**src/include/pls_cfg.svh**
```systemverilog
// How it works
// RQ1: four-bit indicator source, reset 0x8; codes 0-4 link, activity, tx, rx, collision.
// RQ2: codes 5-8 show 100 Mb/s, 10 Mb/s, full duplex, link blinking on activity.
// RQ3: codes 9-C show stretched activity, 100 full duplex, low-power idle, mii error.
// RQ4: code D lights on link loss until basic status at 0x0001 is read.
// RQ5: code E lights on any prbs error until the error counter clears.
// RQ6: routing bit, reset one, selects link status (0) or indicator source (1).
// RQ7: bit 4 at 0x0027 enables 10 Mb/s tests; bit 4 at 0x0428 enables 100.
// RQ8: 10 Mb/s codes 0-4: link pulse, positive, negative, repeated one, repeated zero.
// RQ9: codes 5-9: preamble, one then idle, zero then idle, 1001 repeat, random.
// RQ10: codes A-D give the four line idle pulse variants in code order.
// RQ11: five-bit count from 0x0428 bit 5 over field sends one then that many zeros.
// RQ12: a count of zero clears the pattern shift register instead.
// RQ13: software clears the 100 enable, writes pattern, then sets enable again.
// RQ14: software forces link speed in basic mode control before any test.
// RQ15: reserved bits read zero and ignore writes.
`ifndef PLS_CFG_SVH
`define PLS_CFG_SVH
// ---------------------------------
// register map
// ---------------------------------
`define PLS_ADR_BSR 16'h0001
`define PLS_ADR_IND 16'h0025
`define PLS_ADR_CMP 16'h0027
`define PLS_ADR_TXM 16'h0428
// ---------------------------------
// fields and resets
// ---------------------------------
`define PLS_IND_SRC_HI 6
`define PLS_IND_SRC_LO 3
`define PLS_IND_ROUTE 0
`define PLS_CMP_EN 4
`define PLS_TXM_EN 4
`define PLS_TXM_MSB 5
`define PLS_SRC_RST 4'h8
`define PLS_ROUTE_RST 1'b1
`define PLS_CMP_RST 5'h00
`define PLS_TXM_RST 2'h0
// ---------------------------------
// indicator source codes
// ---------------------------------
`define PLS_SRC_LINK 4'h0
`define PLS_SRC_ACT 4'h1
`define PLS_SRC_TXA 4'h2
`define PLS_SRC_RXA 4'h3
`define PLS_SRC_COL 4'h4
`define PLS_SRC_S100 4'h5
`define PLS_SRC_S10 4'h6
`define PLS_SRC_FDX 4'h7
`define PLS_SRC_BLNK 4'h8
`define PLS_SRC_STR 4'h9
`define PLS_SRC_L100 4'ha
`define PLS_SRC_LPI 4'hb
`define PLS_SRC_ERR 4'hc
`define PLS_SRC_LOST 4'hd
`define PLS_SRC_PRBS 4'he
// ---------------------------------
// timing
// ---------------------------------
`define PLS_CLK_NS 10
`define PLS_BLINK_MS 50
`define PLS_STRETCH_MS 50
`endif

```
**src/include/pls_pkg.sv**
```systemverilog
package pls_pkg;
  typedef struct packed {
    logic link_up;
    logic act_any;
    logic act_tx;
    logic act_rx;
    logic col;
    logic spd100;
    logic spd10;
    logic fdx;
    logic lpi;
    logic mii_err;
    logic prbs_err;
    logic prbs_clr;
  } pls_stat_s;
  typedef struct packed {
    logic en;
    logic [3:0] code;
  } pls_tp10_s;
  typedef struct packed {
    logic en;
    logic tx_bit;
    logic sr_clr;
  } pls_txm_s;
  typedef enum logic [1:0] {
    PLS_IDLE = 2'b00,
    PLS_ONE = 2'b01,
    PLS_ZERO = 2'b11
  } pls_pat_e;
endpackage

```
**src/pls_pattern.sv**
```systemverilog
`timescale 1ns/1ns
`default_nettype none
`include "pls_cfg.svh"
module pls_pattern (
  input wire logic i_clk, // core clock
  input wire logic i_nrst, // async reset, low
  input wire logic i_en10, // 10 Mb/s test enable
  input wire logic [3:0] i_code, // test field
  input wire logic i_en100, // 100 Mb/s test enable
  input wire logic i_msb, // count bit 4
  output pls_pkg::pls_tp10_s o_tp10, // 10 Mb/s pattern select
  output pls_pkg::pls_txm_s o_txm // 100 Mb/s test bit stream
);
  pls_pkg::pls_pat_e st_q;
  pls_pkg::pls_tp10_s tp10_q;
  logic [4:0] n_q;
  logic [4:0] zc_q;
  logic en_q;
  logic clr_q;
  logic rise;

  assign rise = i_en100 && !en_q;

  // ---------------------------------
  // 10 Mb/s pattern select to encoder
  // ---------------------------------
  always_ff @(posedge i_clk or negedge i_nrst)
  begin
    if (!i_nrst)
      tp10_q <= '0;
    else
    begin
      tp10_q.en <= i_en10; // RQ7
      tp10_q.code <= i_code; // RQ8 RQ9 RQ10
    end
  end

  // ---------------------------------
  // one followed by n zeros
  // ---------------------------------
  always_ff @(posedge i_clk or negedge i_nrst)
  begin
    if (!i_nrst)
    begin
      st_q <= pls_pkg::PLS_IDLE;
      n_q <= 5'h00;
      zc_q <= 5'h00;
      en_q <= 1'b0;
      clr_q <= 1'b0;
    end
    else
    begin
      en_q <= i_en100;
      // count taken only when enable rises
      if (!i_en100)
      begin
        st_q <= pls_pkg::PLS_IDLE; // RQ7
        clr_q <= 1'b0;
      end
      else if (rise)
      begin
        n_q <= {i_msb, i_code}; // RQ11 RQ13
        clr_q <= ({i_msb, i_code} == 5'h00); // RQ12
        st_q <= ({i_msb, i_code} == 5'h00) ? pls_pkg::PLS_IDLE : pls_pkg::PLS_ONE;
      end
      else
      begin
        unique case (st_q)
          pls_pkg::PLS_IDLE: st_q <= pls_pkg::PLS_IDLE;
          pls_pkg::PLS_ONE:
          begin
            st_q <= pls_pkg::PLS_ZERO;
            zc_q <= 5'h01;
          end
          pls_pkg::PLS_ZERO:
          begin
            if (zc_q == n_q)
              st_q <= pls_pkg::PLS_ONE; // RQ11
            else
              zc_q <= zc_q + 5'h01;
          end
          default: st_q <= pls_pkg::PLS_IDLE;
        endcase
      end
    end
  end

  assign o_tp10 = tp10_q;
  assign o_txm.en = en_q;
  assign o_txm.tx_bit = (st_q == pls_pkg::PLS_ONE);
  assign o_txm.sr_clr = clr_q;

  one_zero_a: assert property (@(posedge i_clk) disable iff (!i_nrst) // RQ11
    (st_q == pls_pkg::PLS_ONE && n_q == 5'h02 && i_en100 && !rise)
    |=> !o_txm.tx_bit ##1 !o_txm.tx_bit
    ##1 (o_txm.tx_bit || !$past(i_en100) || !$past(i_en100, 2)))
    else $error("two zeros after one not produced");
  zero_clear_a: assert property (@(posedge i_clk) disable iff (!i_nrst) // RQ12
    (rise && {i_msb, i_code} == 5'h00)
    |=> (o_txm.sr_clr && !o_txm.tx_bit) ##1 (!o_txm.tx_bit [*2]))
    else $error("zero count did not clear shift register");
  tp10_follow_a: assert property (@(posedge i_clk) disable iff (!i_nrst) // RQ7
    ##1 o_tp10.en == $past(i_en10))
    else $error("10M test enable does not follow");
endmodule // pls_pattern
`default_nettype wire

```
**src/pls_top.sv**
```systemverilog
`timescale 1ns/1ns
`default_nettype none
`include "pls_cfg.svh"
module pls_top #(
  parameter int BLINK_CYC = `PLS_BLINK_MS * 1000000 / `PLS_CLK_NS,
  parameter int STRETCH_CYC = `PLS_STRETCH_MS * 1000000 / `PLS_CLK_NS
) (
  input wire logic i_clk, // core clock, 100 MHz
  input wire logic i_nrst, // async reset, low
  input wire logic [15:0] i_addr, // register address
  input wire logic [15:0] i_wdata, // write data
  input wire logic i_wr, // write strobe
  input wire logic i_rd, // read strobe
  output logic [15:0] o_rdata, // read data, cycle after strobe
  input wire pls_pkg::pls_stat_s i_stat, // phy status levels
  output logic o_led, // primary_indicator_pin
  output pls_pkg::pls_tp10_s o_tp10, // 10 Mb/s pattern select
  output pls_pkg::pls_txm_s o_txm // 100 Mb/s test stream
);
  logic [3:0] src_q;
  logic route_q;
  logic [4:0] cmp_q;
  logic [1:0] txm_q;
  logic [15:0] rdata_q;
  logic link_prev_q;
  logic lost_q;
  logic prbs_q;
  logic [31:0] blk_cnt_q;
  logic blink_q;
  logic [31:0] str_cnt_q;
  logic stretch;
  logic led_d;
  logic led_q;
  logic bsr_rd;
  logic link_fell;

  assign bsr_rd = i_rd && (i_addr == `PLS_ADR_BSR);
  assign link_fell = link_prev_q && !i_stat.link_up;
  assign stretch = (str_cnt_q != 32'h0000_0000);

  // ---------------------------------
  // register writes
  // ---------------------------------
  always_ff @(posedge i_clk or negedge i_nrst)
  begin
    if (!i_nrst)
    begin
      src_q <= `PLS_SRC_RST; // RQ1
      route_q <= `PLS_ROUTE_RST; // RQ6
      cmp_q <= `PLS_CMP_RST;
      txm_q <= `PLS_TXM_RST;
    end
    else if (i_wr)
    begin
      unique case (i_addr)
        `PLS_ADR_IND:
        begin
          src_q <= i_wdata[`PLS_IND_SRC_HI:`PLS_IND_SRC_LO]; // RQ1
          route_q <= i_wdata[`PLS_IND_ROUTE]; // RQ6
        end
        `PLS_ADR_CMP: cmp_q <= i_wdata[`PLS_CMP_EN:0]; // RQ7 RQ15
        `PLS_ADR_TXM:
          txm_q <= i_wdata[`PLS_TXM_MSB:`PLS_TXM_EN]; // RQ11 RQ15
        default: ;
      endcase
    end
  end

  // ---------------------------------
  // register reads
  // ---------------------------------
  always_ff @(posedge i_clk or negedge i_nrst)
  begin
    if (!i_nrst)
      rdata_q <= 16'h0000;
    else if (i_rd)
    begin
      rdata_q <= 16'h0000; // RQ15
      unique case (i_addr)
        `PLS_ADR_IND:
        begin
          rdata_q[`PLS_IND_SRC_HI:`PLS_IND_SRC_LO] <= src_q;
          rdata_q[`PLS_IND_ROUTE] <= route_q;
        end
        `PLS_ADR_CMP: rdata_q[`PLS_CMP_EN:0] <= cmp_q;
        `PLS_ADR_TXM: rdata_q[`PLS_TXM_MSB:`PLS_TXM_EN] <= txm_q;
        default: ;
      endcase
    end
    else
      rdata_q <= 16'h0000;
  end

  assign o_rdata = rdata_q;

  // ---------------------------------
  // sticky link-lost and prbs flags
  // ---------------------------------
  always_ff @(posedge i_clk or negedge i_nrst)
  begin
    if (!i_nrst)
    begin
      link_prev_q <= 1'b0;
      lost_q <= 1'b0;
    end
    else
    begin
      link_prev_q <= i_stat.link_up;
      // set wins over the status read
      if (link_fell)
        lost_q <= 1'b1; // RQ4
      else if (bsr_rd)
        lost_q <= 1'b0; // RQ4
    end
  end

  always_ff @(posedge i_clk or negedge i_nrst)
  begin
    if (!i_nrst)
      prbs_q <= 1'b0;
    else if (i_stat.prbs_err)
      prbs_q <= 1'b1; // RQ5
    else if (i_stat.prbs_clr)
      prbs_q <= 1'b0; // RQ5
  end

  // ---------------------------------
  // blink and activity stretch timers
  // ---------------------------------
  always_ff @(posedge i_clk or negedge i_nrst)
  begin
    if (!i_nrst)
    begin
      blk_cnt_q <= 32'h0000_0000;
      blink_q <= 1'b0;
    end
    else if (blk_cnt_q == 32'(BLINK_CYC - 1))
    begin
      blk_cnt_q <= 32'h0000_0000;
      blink_q <= !blink_q;
    end
    else
      blk_cnt_q <= blk_cnt_q + 32'h0000_0001;
  end

  always_ff @(posedge i_clk or negedge i_nrst)
  begin
    if (!i_nrst)
      str_cnt_q <= 32'h0000_0000;
    else if (i_stat.act_any)
      str_cnt_q <= 32'(STRETCH_CYC);
    else if (stretch)
      str_cnt_q <= str_cnt_q - 32'h0000_0001;
  end

  // ---------------------------------
  // indicator source mux
  // ---------------------------------
  always_comb
  begin
    led_d = 1'b0;
    unique case (src_q)
      `PLS_SRC_LINK: led_d = i_stat.link_up; // RQ1
      `PLS_SRC_ACT: led_d = i_stat.act_any; // RQ1
      `PLS_SRC_TXA: led_d = i_stat.act_tx; // RQ1
      `PLS_SRC_RXA: led_d = i_stat.act_rx; // RQ1
      `PLS_SRC_COL: led_d = i_stat.col; // RQ1
      `PLS_SRC_S100: led_d = i_stat.spd100; // RQ2
      `PLS_SRC_S10: led_d = i_stat.spd10; // RQ2
      `PLS_SRC_FDX: led_d = i_stat.fdx; // RQ2
      `PLS_SRC_BLNK: led_d = i_stat.link_up && !(stretch && blink_q); // RQ2
      `PLS_SRC_STR: led_d = stretch; // RQ3
      `PLS_SRC_L100: led_d = i_stat.link_up && i_stat.spd100 && i_stat.fdx; // RQ3
      `PLS_SRC_LPI: led_d = i_stat.lpi; // RQ3
      `PLS_SRC_ERR: led_d = i_stat.mii_err; // RQ3
      `PLS_SRC_LOST: led_d = lost_q; // RQ4
      `PLS_SRC_PRBS: led_d = prbs_q; // RQ5
      default: led_d = 1'b0; // RQ3
    endcase
  end

  always_ff @(posedge i_clk or negedge i_nrst)
  begin
    if (!i_nrst)
      led_q <= 1'b0;
    else
      led_q <= route_q ? led_d : i_stat.link_up; // RQ6
  end

  assign o_led = led_q;

  // ---------------------------------
  // test pattern generator
  // ---------------------------------
  pls_pattern u_pat (
    .i_clk(i_clk),
    .i_nrst(i_nrst),
    .i_en10(cmp_q[`PLS_CMP_EN]),
    .i_code(cmp_q[3:0]),
    .i_en100(txm_q[0]),
    .i_msb(txm_q[1]),
    .o_tp10(o_tp10),
    .o_txm(o_txm)
  );

  // ---------------------------------
  // checks
  // ---------------------------------
  src_write_a: assert property (@(posedge i_clk) disable iff (!i_nrst) // RQ1
    (i_wr && i_addr == `PLS_ADR_IND)
    |=> src_q == $past(i_wdata[6:3]) && route_q == $past(i_wdata[0]))
    else $error("indicator config write not stored");
  route_link_a: assert property (@(posedge i_clk) disable iff (!i_nrst) // RQ6
    !route_q |=> o_led == $past(i_stat.link_up))
    else $error("routing off but pin not link status");
  speed_src_a: assert property (@(posedge i_clk) disable iff (!i_nrst) // RQ2
    (route_q && src_q == `PLS_SRC_S100) |=> o_led == $past(i_stat.spd100))
    else $error("100M source not shown");
  lpi_src_a: assert property (@(posedge i_clk) disable iff (!i_nrst) // RQ3
    (route_q && src_q == `PLS_SRC_LPI) |=> o_led == $past(i_stat.lpi))
    else $error("low power idle source not shown");
  lost_set_a: assert property (@(posedge i_clk) disable iff (!i_nrst) // RQ4
    link_fell |=> lost_q ##1 (lost_q || $past(bsr_rd)))
    else $error("link loss not latched");
  lost_clear_a: assert property (@(posedge i_clk) disable iff (!i_nrst) // RQ4
    (bsr_rd && !link_fell) |=> !lost_q)
    else $error("status read did not clear link loss");
  prbs_hold_a: assert property (@(posedge i_clk) disable iff (!i_nrst) // RQ5
    (prbs_q && !i_stat.prbs_clr) |=> prbs_q)
    else $error("prbs error indication dropped early");
  rsvd_zero_a: assert property (@(posedge i_clk) disable iff (!i_nrst) // RQ15
    (i_rd && i_addr == `PLS_ADR_CMP) |=> o_rdata[15:5] == 11'h000)
    else $error("reserved bits read nonzero");
  txm_follow_a: assert property (@(posedge i_clk) disable iff (!i_nrst) // RQ7
    $rose(txm_q[0]) |=> o_txm.en && (o_txm.tx_bit || o_txm.sr_clr))
    else $error("100M test did not start");
endmodule // pls_top
`default_nettype wire

```
**config.mk**
```make
export PLATFORM = sky130hd
export DESIGN_NAME = pls_top
export DESIGN_NICKNAME = d
export VERILOG_FILES = /design/src/include/pls_pkg.sv /design/src/pls_pattern.sv /design/src/pls_top.sv
export VERILOG_INCLUDE_DIRS = /design/src /design/src/include
export SDC_FILE = /design/constraint.sdc
export NUM_CORES = 1
export LEC_CHECK = 0
export ABC_AREA = 1
export BUFFER_PORTS_ARGS = -buffer_cell sky130_fd_sc_hd__buf_4
export CORE_ASPECT_RATIO = 0.8
export CORE_UTILIZATION = 59
export DETAILED_ROUTE_END_ITERATION = 16
export PLACE_DENSITY = 0.81
export SYNTH_ARGS = -nofsm -noshare
export SYNTH_HDL_FRONTEND = slang
export SYNTH_SLANG_ARGS = --single-unit
```
**constraint.sdc**
```tcl
create_clock -name i_clk -period 4.11 [get_ports i_clk]
set_input_delay 0.2055 -clock i_clk [delete_from_list [all_inputs] [get_ports i_clk]]
set_output_delay 0.2055 -clock i_clk [all_outputs]
set_load 0.02 [all_outputs]
```
Yosys cells after proc, flatten, opt, wreduce, memory -nomap -nowiden --
Cells that the tools add are included. Widths: inputs -> output; s select.
Operators by class: reductions and logical operators 23, bitwise gates (word level) 1, add/subtract/negate cells 3, equal/unequal tests 25, multiplexer cells 25
Operator list (count):
- $mux 32 | 3
- $add 32x1->32 const B | 1
- $eq 16x6->1 const B | 2
- $eq 32x23->1 const B | 1
- $reduce_bool 32->1 | 1
- $sub 32x1->32 const B | 1
- $eq 4x4->1 const B | 7
- $eq 16x1->1 const B | 1
- $eq 16x11->1 const B | 1
- $eq 4x3->1 const B | 4
- $pmux 1 s15 | 1
- $pmux 5 s2 | 1
- $mux 1 | 9
- $eq 4x2->1 const B | 2
- $mux 2 | 4
- $reduce_and 2->1 | 4
- $reduce_bool 2->1 | 4
- $logic_and 1x1->1 | 7
- $mux 7 | 1
- $pmux 1 s2 | 3
- $add 5x1->5 const B | 1
- $eq 5x5->1 | 1
- $logic_not 5->1 | 1
- $mux 5 | 1
- other kinds (12) | 15
Word-level totals: word-level logic and storage cells 96, bits of input ports 48, output and inout bits 25, bits in registers 116

Longest topological paths before layout --
Gate-level depths: netlist of run 1.
depth after elaboration 6, mapped depth 15, gate-level depth less buffers 15

Hierarchy --
Synthesis of run 1 repeated with hierarchy kept, for this count alone.
Unflattened totals: cells, all modules 762, area, all modules 5938.2 um2
By module, submodules not included:
- pls_top | cells each 652, instances 1, area each 5039.8 um2, sequential area each 2204.6 um2
- pls_pattern | cells each 110, instances 1, area each 898.4 um2, sequential area each 475.5 um2

Worst setup path after synthesis of run 1 --
No wires, ideal clock.
path type flip-flop to flip-flop, from reg blk_cnt_q[0], to reg blk_cnt_q[28], stages on the path, launching flop included 9, clock period less this slack 1608 ps, data required time 3992 ps, buffers on the path 0, setup time 118 ps, arrival 1489 ps, setup slack 2502 ps, path through dfrtp_1 ha_1 nand2_1 nor2_4 inv_2 nor4_1 nand4_1 xor2_1 inv_1
On the way: word-level cells in the longest chain between the ends 2, elaborated cells between the ends (all ways) 3, those cells by class add/sub: 1; eq/ne: 1; mux: 1
RTL lines:
- start: declaration | RTL line pls_top.sv:28 | logic [31:0] blk_cnt_q;
- start signal: assignment | RTL line pls_top.sv:143 | blk_cnt_q <= blk_cnt_q + 32'h0000_0001;
- $add 32x1->32 / $eq 32x23->1 (equally long branches) | RTL line pls_top.sv:143, pls_top.sv:137
- $mux 32 * | RTL line pls_top.sv:137 | else if (blk_cnt_q == 32'(BLINK_CYC - 1))
Mark *: on every way between the ends. The rest lies on a longest branch, timed or not. A chain may end at the register's enable or synchronous reset.

Worst setup path after layout of run 1 --
Same ends and word-level chain as after synthesis.

==> results.md, run 1 <==
* Maximum VDD drop at 0.2798 mV
* Initial Utilization at 0.6092
* Unrepaired setup endpoints after global routing: false
* Final Setup Violations at 0
* Most frequent cell after synthesis: nand2_1
* Register bit total from synthesis at 107
* PD cells at 347.8 nW/µm²
* Largest net degree at the start of global routing at 64
* Largest area contributor in the netlist: dfrtp_1
* Headroom to the max-slew limit at 0.4696
* Root Buffer: clkbuf_16
* DRT Pass-1 Iters at 5
* CTS Buf Count at 9
* GRT Max-Usage Layer: met2
* Vias per cell at 5.424
* Clock tree sinks at 107
* Clock skew at 10.33 ps
* Critical path class: reg2reg
* Static leakage at 3.257 nW
* Synth Flop Type: dfrtp_1
* Die height at 91.28 µm
* Worst EP required at 4360 ps
* Ys async rst share at 1.000
* GRT overflow at 0
* Startpoint types: flop
* Seq/Total Area, Yosys at 0.4559
* Arrival @ worst endpoint at 2290 ps
* Worst Tran Pin Value at 795.7 ps
* Chip Width at 113.6 µm
* DRC Markers at 0
* Post-Syn Area per Cell at 7.880 µm²
* CP Capture Type: flop
* Synth Cell Area at 5878 µm²
* Synth warnings at 0
* Met3 GRT Util at 0.09146
* Crit-path max FO at 5
* First-pass GRT wire length at 24.01 mm
* Area delta synth->final at 14.35%
* # rows at 32
* Initial antenna violation count at 0
* WL/cell at 14.57 µm
* Worst hold margin at 28.41 ps
* Vias in the first global route at 5,042
* Die area at 10,370 µm²
* Status: finished, final reports clean
* Antenna cell count at 0
* CTS tree: built
* Clk_lat worst skew at 360 ps
* Final #Nets at 858
* Most instantiated cells after synthesis: nand2_1 (145), nor2_1 (113), inv_1 (107)
* Hpwl dp at 9.893 mm
* GRT Resource Usage Total at 0.2957
* Post-synth EDFFs at 0
* Post-CTS resize count at 0
* Core Area at 9649 µm²
* Fmax at 489.4 MHz
* Unique masters post-synth at 45
* Endpoints failing hold at 0
* Hold crit path type: in2reg
* DR iter-0 viols at 407
* # IOs at 73
* Met2 Track Usage GR at 0.4619
* Share of the synthesized area in the top cell type at 0.4470
* GR Util met1 at 0.4070
* Clk slew on worst S/H paths at 80 ps
* Cell count after synthesis at 746
* Tmin final at 2043 ps
* Vias at 5,137
* Post-Route WL at 13.79 mm
* Final worst-path cycle share at 0.4971
* Bufs on Longest Clock Path at 2
* Maxcap violations at 0
* Post-route ant nets at 0
* Post-Route Setup TNS at 0 ps
* Final Power at 2.338 mW
* Layout cell share with drive strength beyond 1 at 0.1430
* Placed Area at 6380 µm²
* Synth top area cells: dfrtp_1 (45%), nand2_1 (9.3%), nor2_1 (7.2%)
* Final Core Density at 0.6966
* Final instance area at 6721 µm²
* Routability cong. at 0.9318
* Final Max Tran Viols at 0
* H-tree levels at 3
* IO buf count at 54
## cells in the final DEF (no fill, tap or decap), types with 2 or more instances in the layout
master	Yosys	routed
clkinv_2	1	2
nor3_1	31	31
xnor2_1	13	13
nand2_1	145	145
buf_4	11	55
conb_1	1	9
nor4_1	12	12
inv_1	107	107
clkinv_8	0	2
a211oi_1	2	2
nor2_8	2	2
nand4_1	18	18
xor2_1	29	29
or2_2	6	6
a31o_2	2	2
nand3_4	2	2
nand3_1	47	47
inv_6	0	2
clkbuf_16	0	9
dfrtp_1	105	105
nand4_2	2	2
o31ai_1	2	2
nor2_1	113	113
o22ai_1	4	4
nor2_2	9	9
inv_2	4	4
a21oi_1	11	11
nor3_2	3	3
dlygate4sd3_1	0	2
ha_1	4	4
dfstp_2	2	2
o21bai_1	2	2
o21ai_0	32	32
nor2_4	5	5
nand2_2	3	3
## where the power goes
| part | total, mW | switching, mW | internal (mW) |
|---|---|---|---|
| Clock | 0.915 | 0.424 | 0.491 |
| Combinational | 0.280 | 0.171 | 0.109 |
| Sequential | 1.14 | 0.0498 | 1.09 |
| Total | 2.34 | 0.645 | 1.69 |
## worst paths after layout
check	start	end	slack, ps	depth (start not counted)
setup reg to reg	blk_cnt_q[0]$_DFF_PN0_	blk_cnt_q[28]$_DFF_PN0_	2070	8
max in group asynchronous	i_nrst	src_q[3]$_DFFE_PN1P_	2550	3
hold reg to reg	cmp_q[1]$_DFFE_PN0P_	u_pat.o_tp10[1]$_DFF_PN0_	420	0
setup / recovery	blk_cnt_q[0]$_DFF_PN0_	blk_cnt_q[28]$_DFF_PN0_	2070	8
hold / removal	i_stat[0]	prbs_q$_DFFE_PN0P_	30	2
min in group asynchronous	i_nrst	blk_cnt_q[16]$_DFF_PN0_	480	2
## layer usage
layer	wire length (µm)	part of all wire
met1	6190	0.45
met2	6357	0.46
met3	1071	0.078
met4	174	0.013
met5	0	0
## flip-flops by register name, indices dropped and copies added, names as in the netlist
register      cells
blk_cnt_q        32
str_cnt_q        32
o_rdata           7
cmp_q             5
u_pat.n_q         5
u_pat.o_tp10      5
u_pat.zc_q        5
src_q             4
txm_q             2
u_pat.st_q        2
blink_q           1
link_prev_q       1
lost_q            1
o_led             1
prbs_q            1
route_q           1
u_pat.clr_q       1
u_pat.en_q        1
## cells by family (layout without fill, tap and decap cells)
group,after synthesis,after routing,share of synthesized area
flip-flops,107,107,0.4559
AO/OA/AOI/OAI,57,57,0.05342
other,1,9,0.0006380
AND/OR/NAND/NOR,407,407,0.3282
XOR/XNOR,42,42,0.06258
adder cells (fa/ha/maj),4,4,0.008515
buffers and inverters,128,185,0.09068
## final cells by class
class / instances / area [µm²]
Fill cell: 767 / 2928
Multi-Input combinational cell: 519 / 2695
Sequential cell: 107 / 2680
Timing Repair Buffer: 57 / 432.9
Inverter: 112 / 421.7
Clock buffer: 9 / 225.2
Tap cell: 136 / 170.2
Clock inverter: 7 / 96.34
## worst max-delay path, cell delays in order (launching register included)
cell	delay (ps)
dfrtp_1	430
ha_1	210
nand2_1	100
nor2_4	110
inv_2	80
nor4_1	590
nand4_1	190
xor2_1	170
inv_1	50
## metrics by stage
step | std cells | setup slack (ps)
after floorplan | 754 | 2502
after global placement | 929 | 2234
after detailed placement | 929 | 2213
after CTS | 947 | 2168
after global routing | 947 | 1943
final | 947 | 2067
## repair_timing
item / 4_1_cts / 5_1_grt
endpoints found under the setup margin: 0 / 0
setup buffers: 0 / 0
hold buffers: 2 / 0
endpoints found under the hold margin: 63 / 0
Power figures use the tool's default switching activity.
==> run 2, diff against run 1 <==
- ABC_AREA: 1 -> 0
- CORE_UTILIZATION: 59 -> 57
- PLACE_DENSITY: 0.81 -> 0.79
- clock period: 4.11 -> 2 ns (I/O delays scaled with it)
==> run 2 against run 1 <==
The flow now finishes with violations (negative setup slack); sequential share of layout area grew 0.56 points; fmax shrank 11%; first-iteration DRC count shrank 27%; routed wire length fell by 11%; core utilization grew 6.4 points; sequential power grew 95%; non-clock buffer count is 61 higher; area after synthesis fell by 11%; via count is 16% lower; sequential cell count is the same; synthesized cell count down 33%; design area decreased by 1.4%; largest cell class is now sequential cells; largest power group unchanged.
==> results.md, run 2 <==
* # IOs at 73
* Post-Route WL at 12.22 mm
* Final #Nets at 667
* Tmin final at 2299 ps
* Worst EP required at 2230 ps
* Vias per cell at 5.863
* DRT Pass-1 Iters at 5
* Largest area contributor in the netlist: dfrtp_1
* Share of the synthesized area in the top cell type at 0.5014
* Unrepaired setup endpoints after global routing: true
* DRC Markers at 0
* First-pass GRT wire length at 19.87 mm
* Routability cong. at 0.8765
* Metal2 WL at 5.787 mm
* Slowest stage delay, CP at 580 ps
* Clk_lat worst skew at 350 ps
* Post-synth EDFFs at 0
* Clk slew on worst S/H paths at 80 ps
* PD cells at 670.0 nW/µm²
* Layout cell share with drive strength beyond 1 at 0.2823
* CP max-delay cell: or4b_4
* DR iter-0 viols at 299
* Vias at 4,292
* Hold crit path type: in2reg
* Die height at 87.76 µm
* Vias in the first global route at 4,162
* # rows at 30
* Endpoints failing hold at 0
* Initial Utilization at 0.6017
* Largest net degree at the start of global routing at 41
* Initial antenna violation count at 0
* Synth Cell Area at 5240 µm²
* Multi-input gate area at 2534 µm²
* Final Setup Violations at 27
* Hpwl dp at 8.260 mm
* Cell count after synthesis at 503
* Status: complete, but fails checks
* Bufs on Longest Clock Path at 2
* Maximum VDD drop at 0.4588 mV
* Final worst-path cycle share at 1.150
* Synth warnings at 0
* Max layer used: met4
* Fmax at 435.0 MHz
* Maxcap violations at 0
* Register bit total from synthesis at 107
* Area delta synth->final at 26.48%
* Root Buffer: clkbuf_16
* Clock tree sinks at 107
* Synth Flop Type: dfrtp_1
* Worst hold margin at 9.179 ps
* Failing checks: negative setup slack
* Clock skew at 6.385 ps
* Seq/Total Area, Yosys at 0.5115
* CTS tree: built
* Fillers at 543
* GRT overflow at 0
* Met1 WL at 5.386 mm
* H-tree levels at 3
* Startpoint types: flop
* Static leakage at 3.051 nW
* Chip Width at 109.2 µm
* Worst-path cell chain: or4_4 > or4b_4 > nor3_4 > buf_4 > xnor2_2 > nor2_1
* Most instantiated cells after synthesis: dfrtp_1 (105), nor2_1 (58), nand2_1 (36)
* Final setup margin at -299.1 ps
* Final Max Tran Viols at 0
* Synth top area cells: dfrtp_1 (50%), xor2_1 (4.3%), nor2_1 (4.2%)
* CP Capture Type: flop
* CTS Buf Count at 9
* IO buf count at 54
* Final Core Density at 0.7611
* Post-route ant nets at 0
* Most frequent cells in the layout: buf_4 (106), dfrtp_1 (105), nor2_1 (56), nand2_1 (36), xor2_1 (26)
* Most common cell after layout, fill and taps aside: buf_4
* Post-Syn Area per Cell at 10.42 µm²
* Arrival @ worst endpoint at 2530 ps
* Antenna cell count at 0
* Register area at 2680 µm²
* Critical path class: reg2reg
* Most frequent cell after synthesis: dfrtp_1
* Unique masters post-synth at 59
* Core Area at 8708 µm²
* WL/cell at 16.70 µm
* GRT Resource Usage Total at 0.2723
* Crit-path max FO at 4
* Die area at 9583 µm²
* DR WL met3 at 850 µm
* Ys async rst share at 1.000
[run 2: critical path, delay by kind of cell (launching register included)]
kind	cells	cell delay [ps]
and+or+nand+nor	4	1510
DFF	1	380
buffers and inverters	1	180
xor gates and xnor gates	1	110
[run 2: worst paths after layout]
check,from,end,slack (ps),depth (start not counted)
worst min register to register,cmp_q[4]$_DFFE_PN0P_,u_pat.o_tp10[4]$_DFF_PN0_,410,0
min in group asynchronous,i_nrst,str_cnt_q[11]$_DFFE_PN0P_,240,2
worst max register to register,str_cnt_q[25]$_DFFE_PN0P_,str_cnt_q[0]$_DFFE_PN0P_,-300,6
worst max-delay path,str_cnt_q[25]$_DFFE_PN0P_,str_cnt_q[0]$_DFFE_PN0P_,-300,6
max in group asynchronous,i_nrst,src_q[3]$_DFFE_PN1P_,1110,3
worst min-delay path,i_wdata[1],cmp_q[1]$_DFFE_PN0P_,9,2
[run 2: final cells by class]
| cell class | count | area share |
|---|---|---|
| Clock buffer | 11 | 0.03662 |
| Clock inverter | 5 | 0.006985 |
| Inverter | 12 | 0.006796 |
| Multi-Input combinational cell | 367 | 0.3823 |
| Sequential cell | 107 | 0.4044 |
| Tap cell | 112 | 0.02114 |
| Timing Repair Buffer | 118 | 0.1418 |
[run 2: stage by stage]
stage / power [mW] / TNS (ps) / cell area [µm²] / setup WS, ps / instances
after global placement: 2.703 / -4382 / 6095 / -242.1 / 704
after floorplan: 2.483 / -3961 / 5280 / -308.6 / 511
after global routing: 4.610 / -7025 / 6628 / -360.7 / 732
after CTS: 4.446 / -4450 / 6560 / -266.8 / 729
after detailed placement: 2.721 / -5432 / 6095 / -265.0 / 704
final: 4.440 / -5176 / 6628 / -299.1 / 732
[run 2: per-layer routing]
metal  global-route usage  vias to the layer above
met1               0.3618                     2098
met4              0.09091                        0
li1                     -                     1993
met2               0.4465                      180
met5                    0                        -
met3              0.06101                       21
[run 2: timing repair]
item                                    4_1_cts  5_1_grt
setup buffers                                 2        3
cloned                                        0        0
resized for setup                            16       10
endpoints found under the setup margin       33       39
pin swaps                                    25       13
hold buffers                                  7        0
endpoints found under the hold margin        37        0
[run 2: cell families (layout without fill, tap and decap cells)]
logic type,after synthesis,in the layout,share of synthesized area
mux,28,28,0.06280
fa+ha+maj,4,4,0.009551
other cells,1,9,0.0007156
xor+xnor,47,47,0.07856
flops,107,107,0.5115
simple gates,214,214,0.2168
buf+inv,37,146,0.03653
compound gates,65,65,0.08358
[run 2: power by group]
part	internal (mW)	switching (mW)
logic	0.234	0.269
clock network	0.899	0.814
registers	2.20	0.0262
total	3.33	1.11
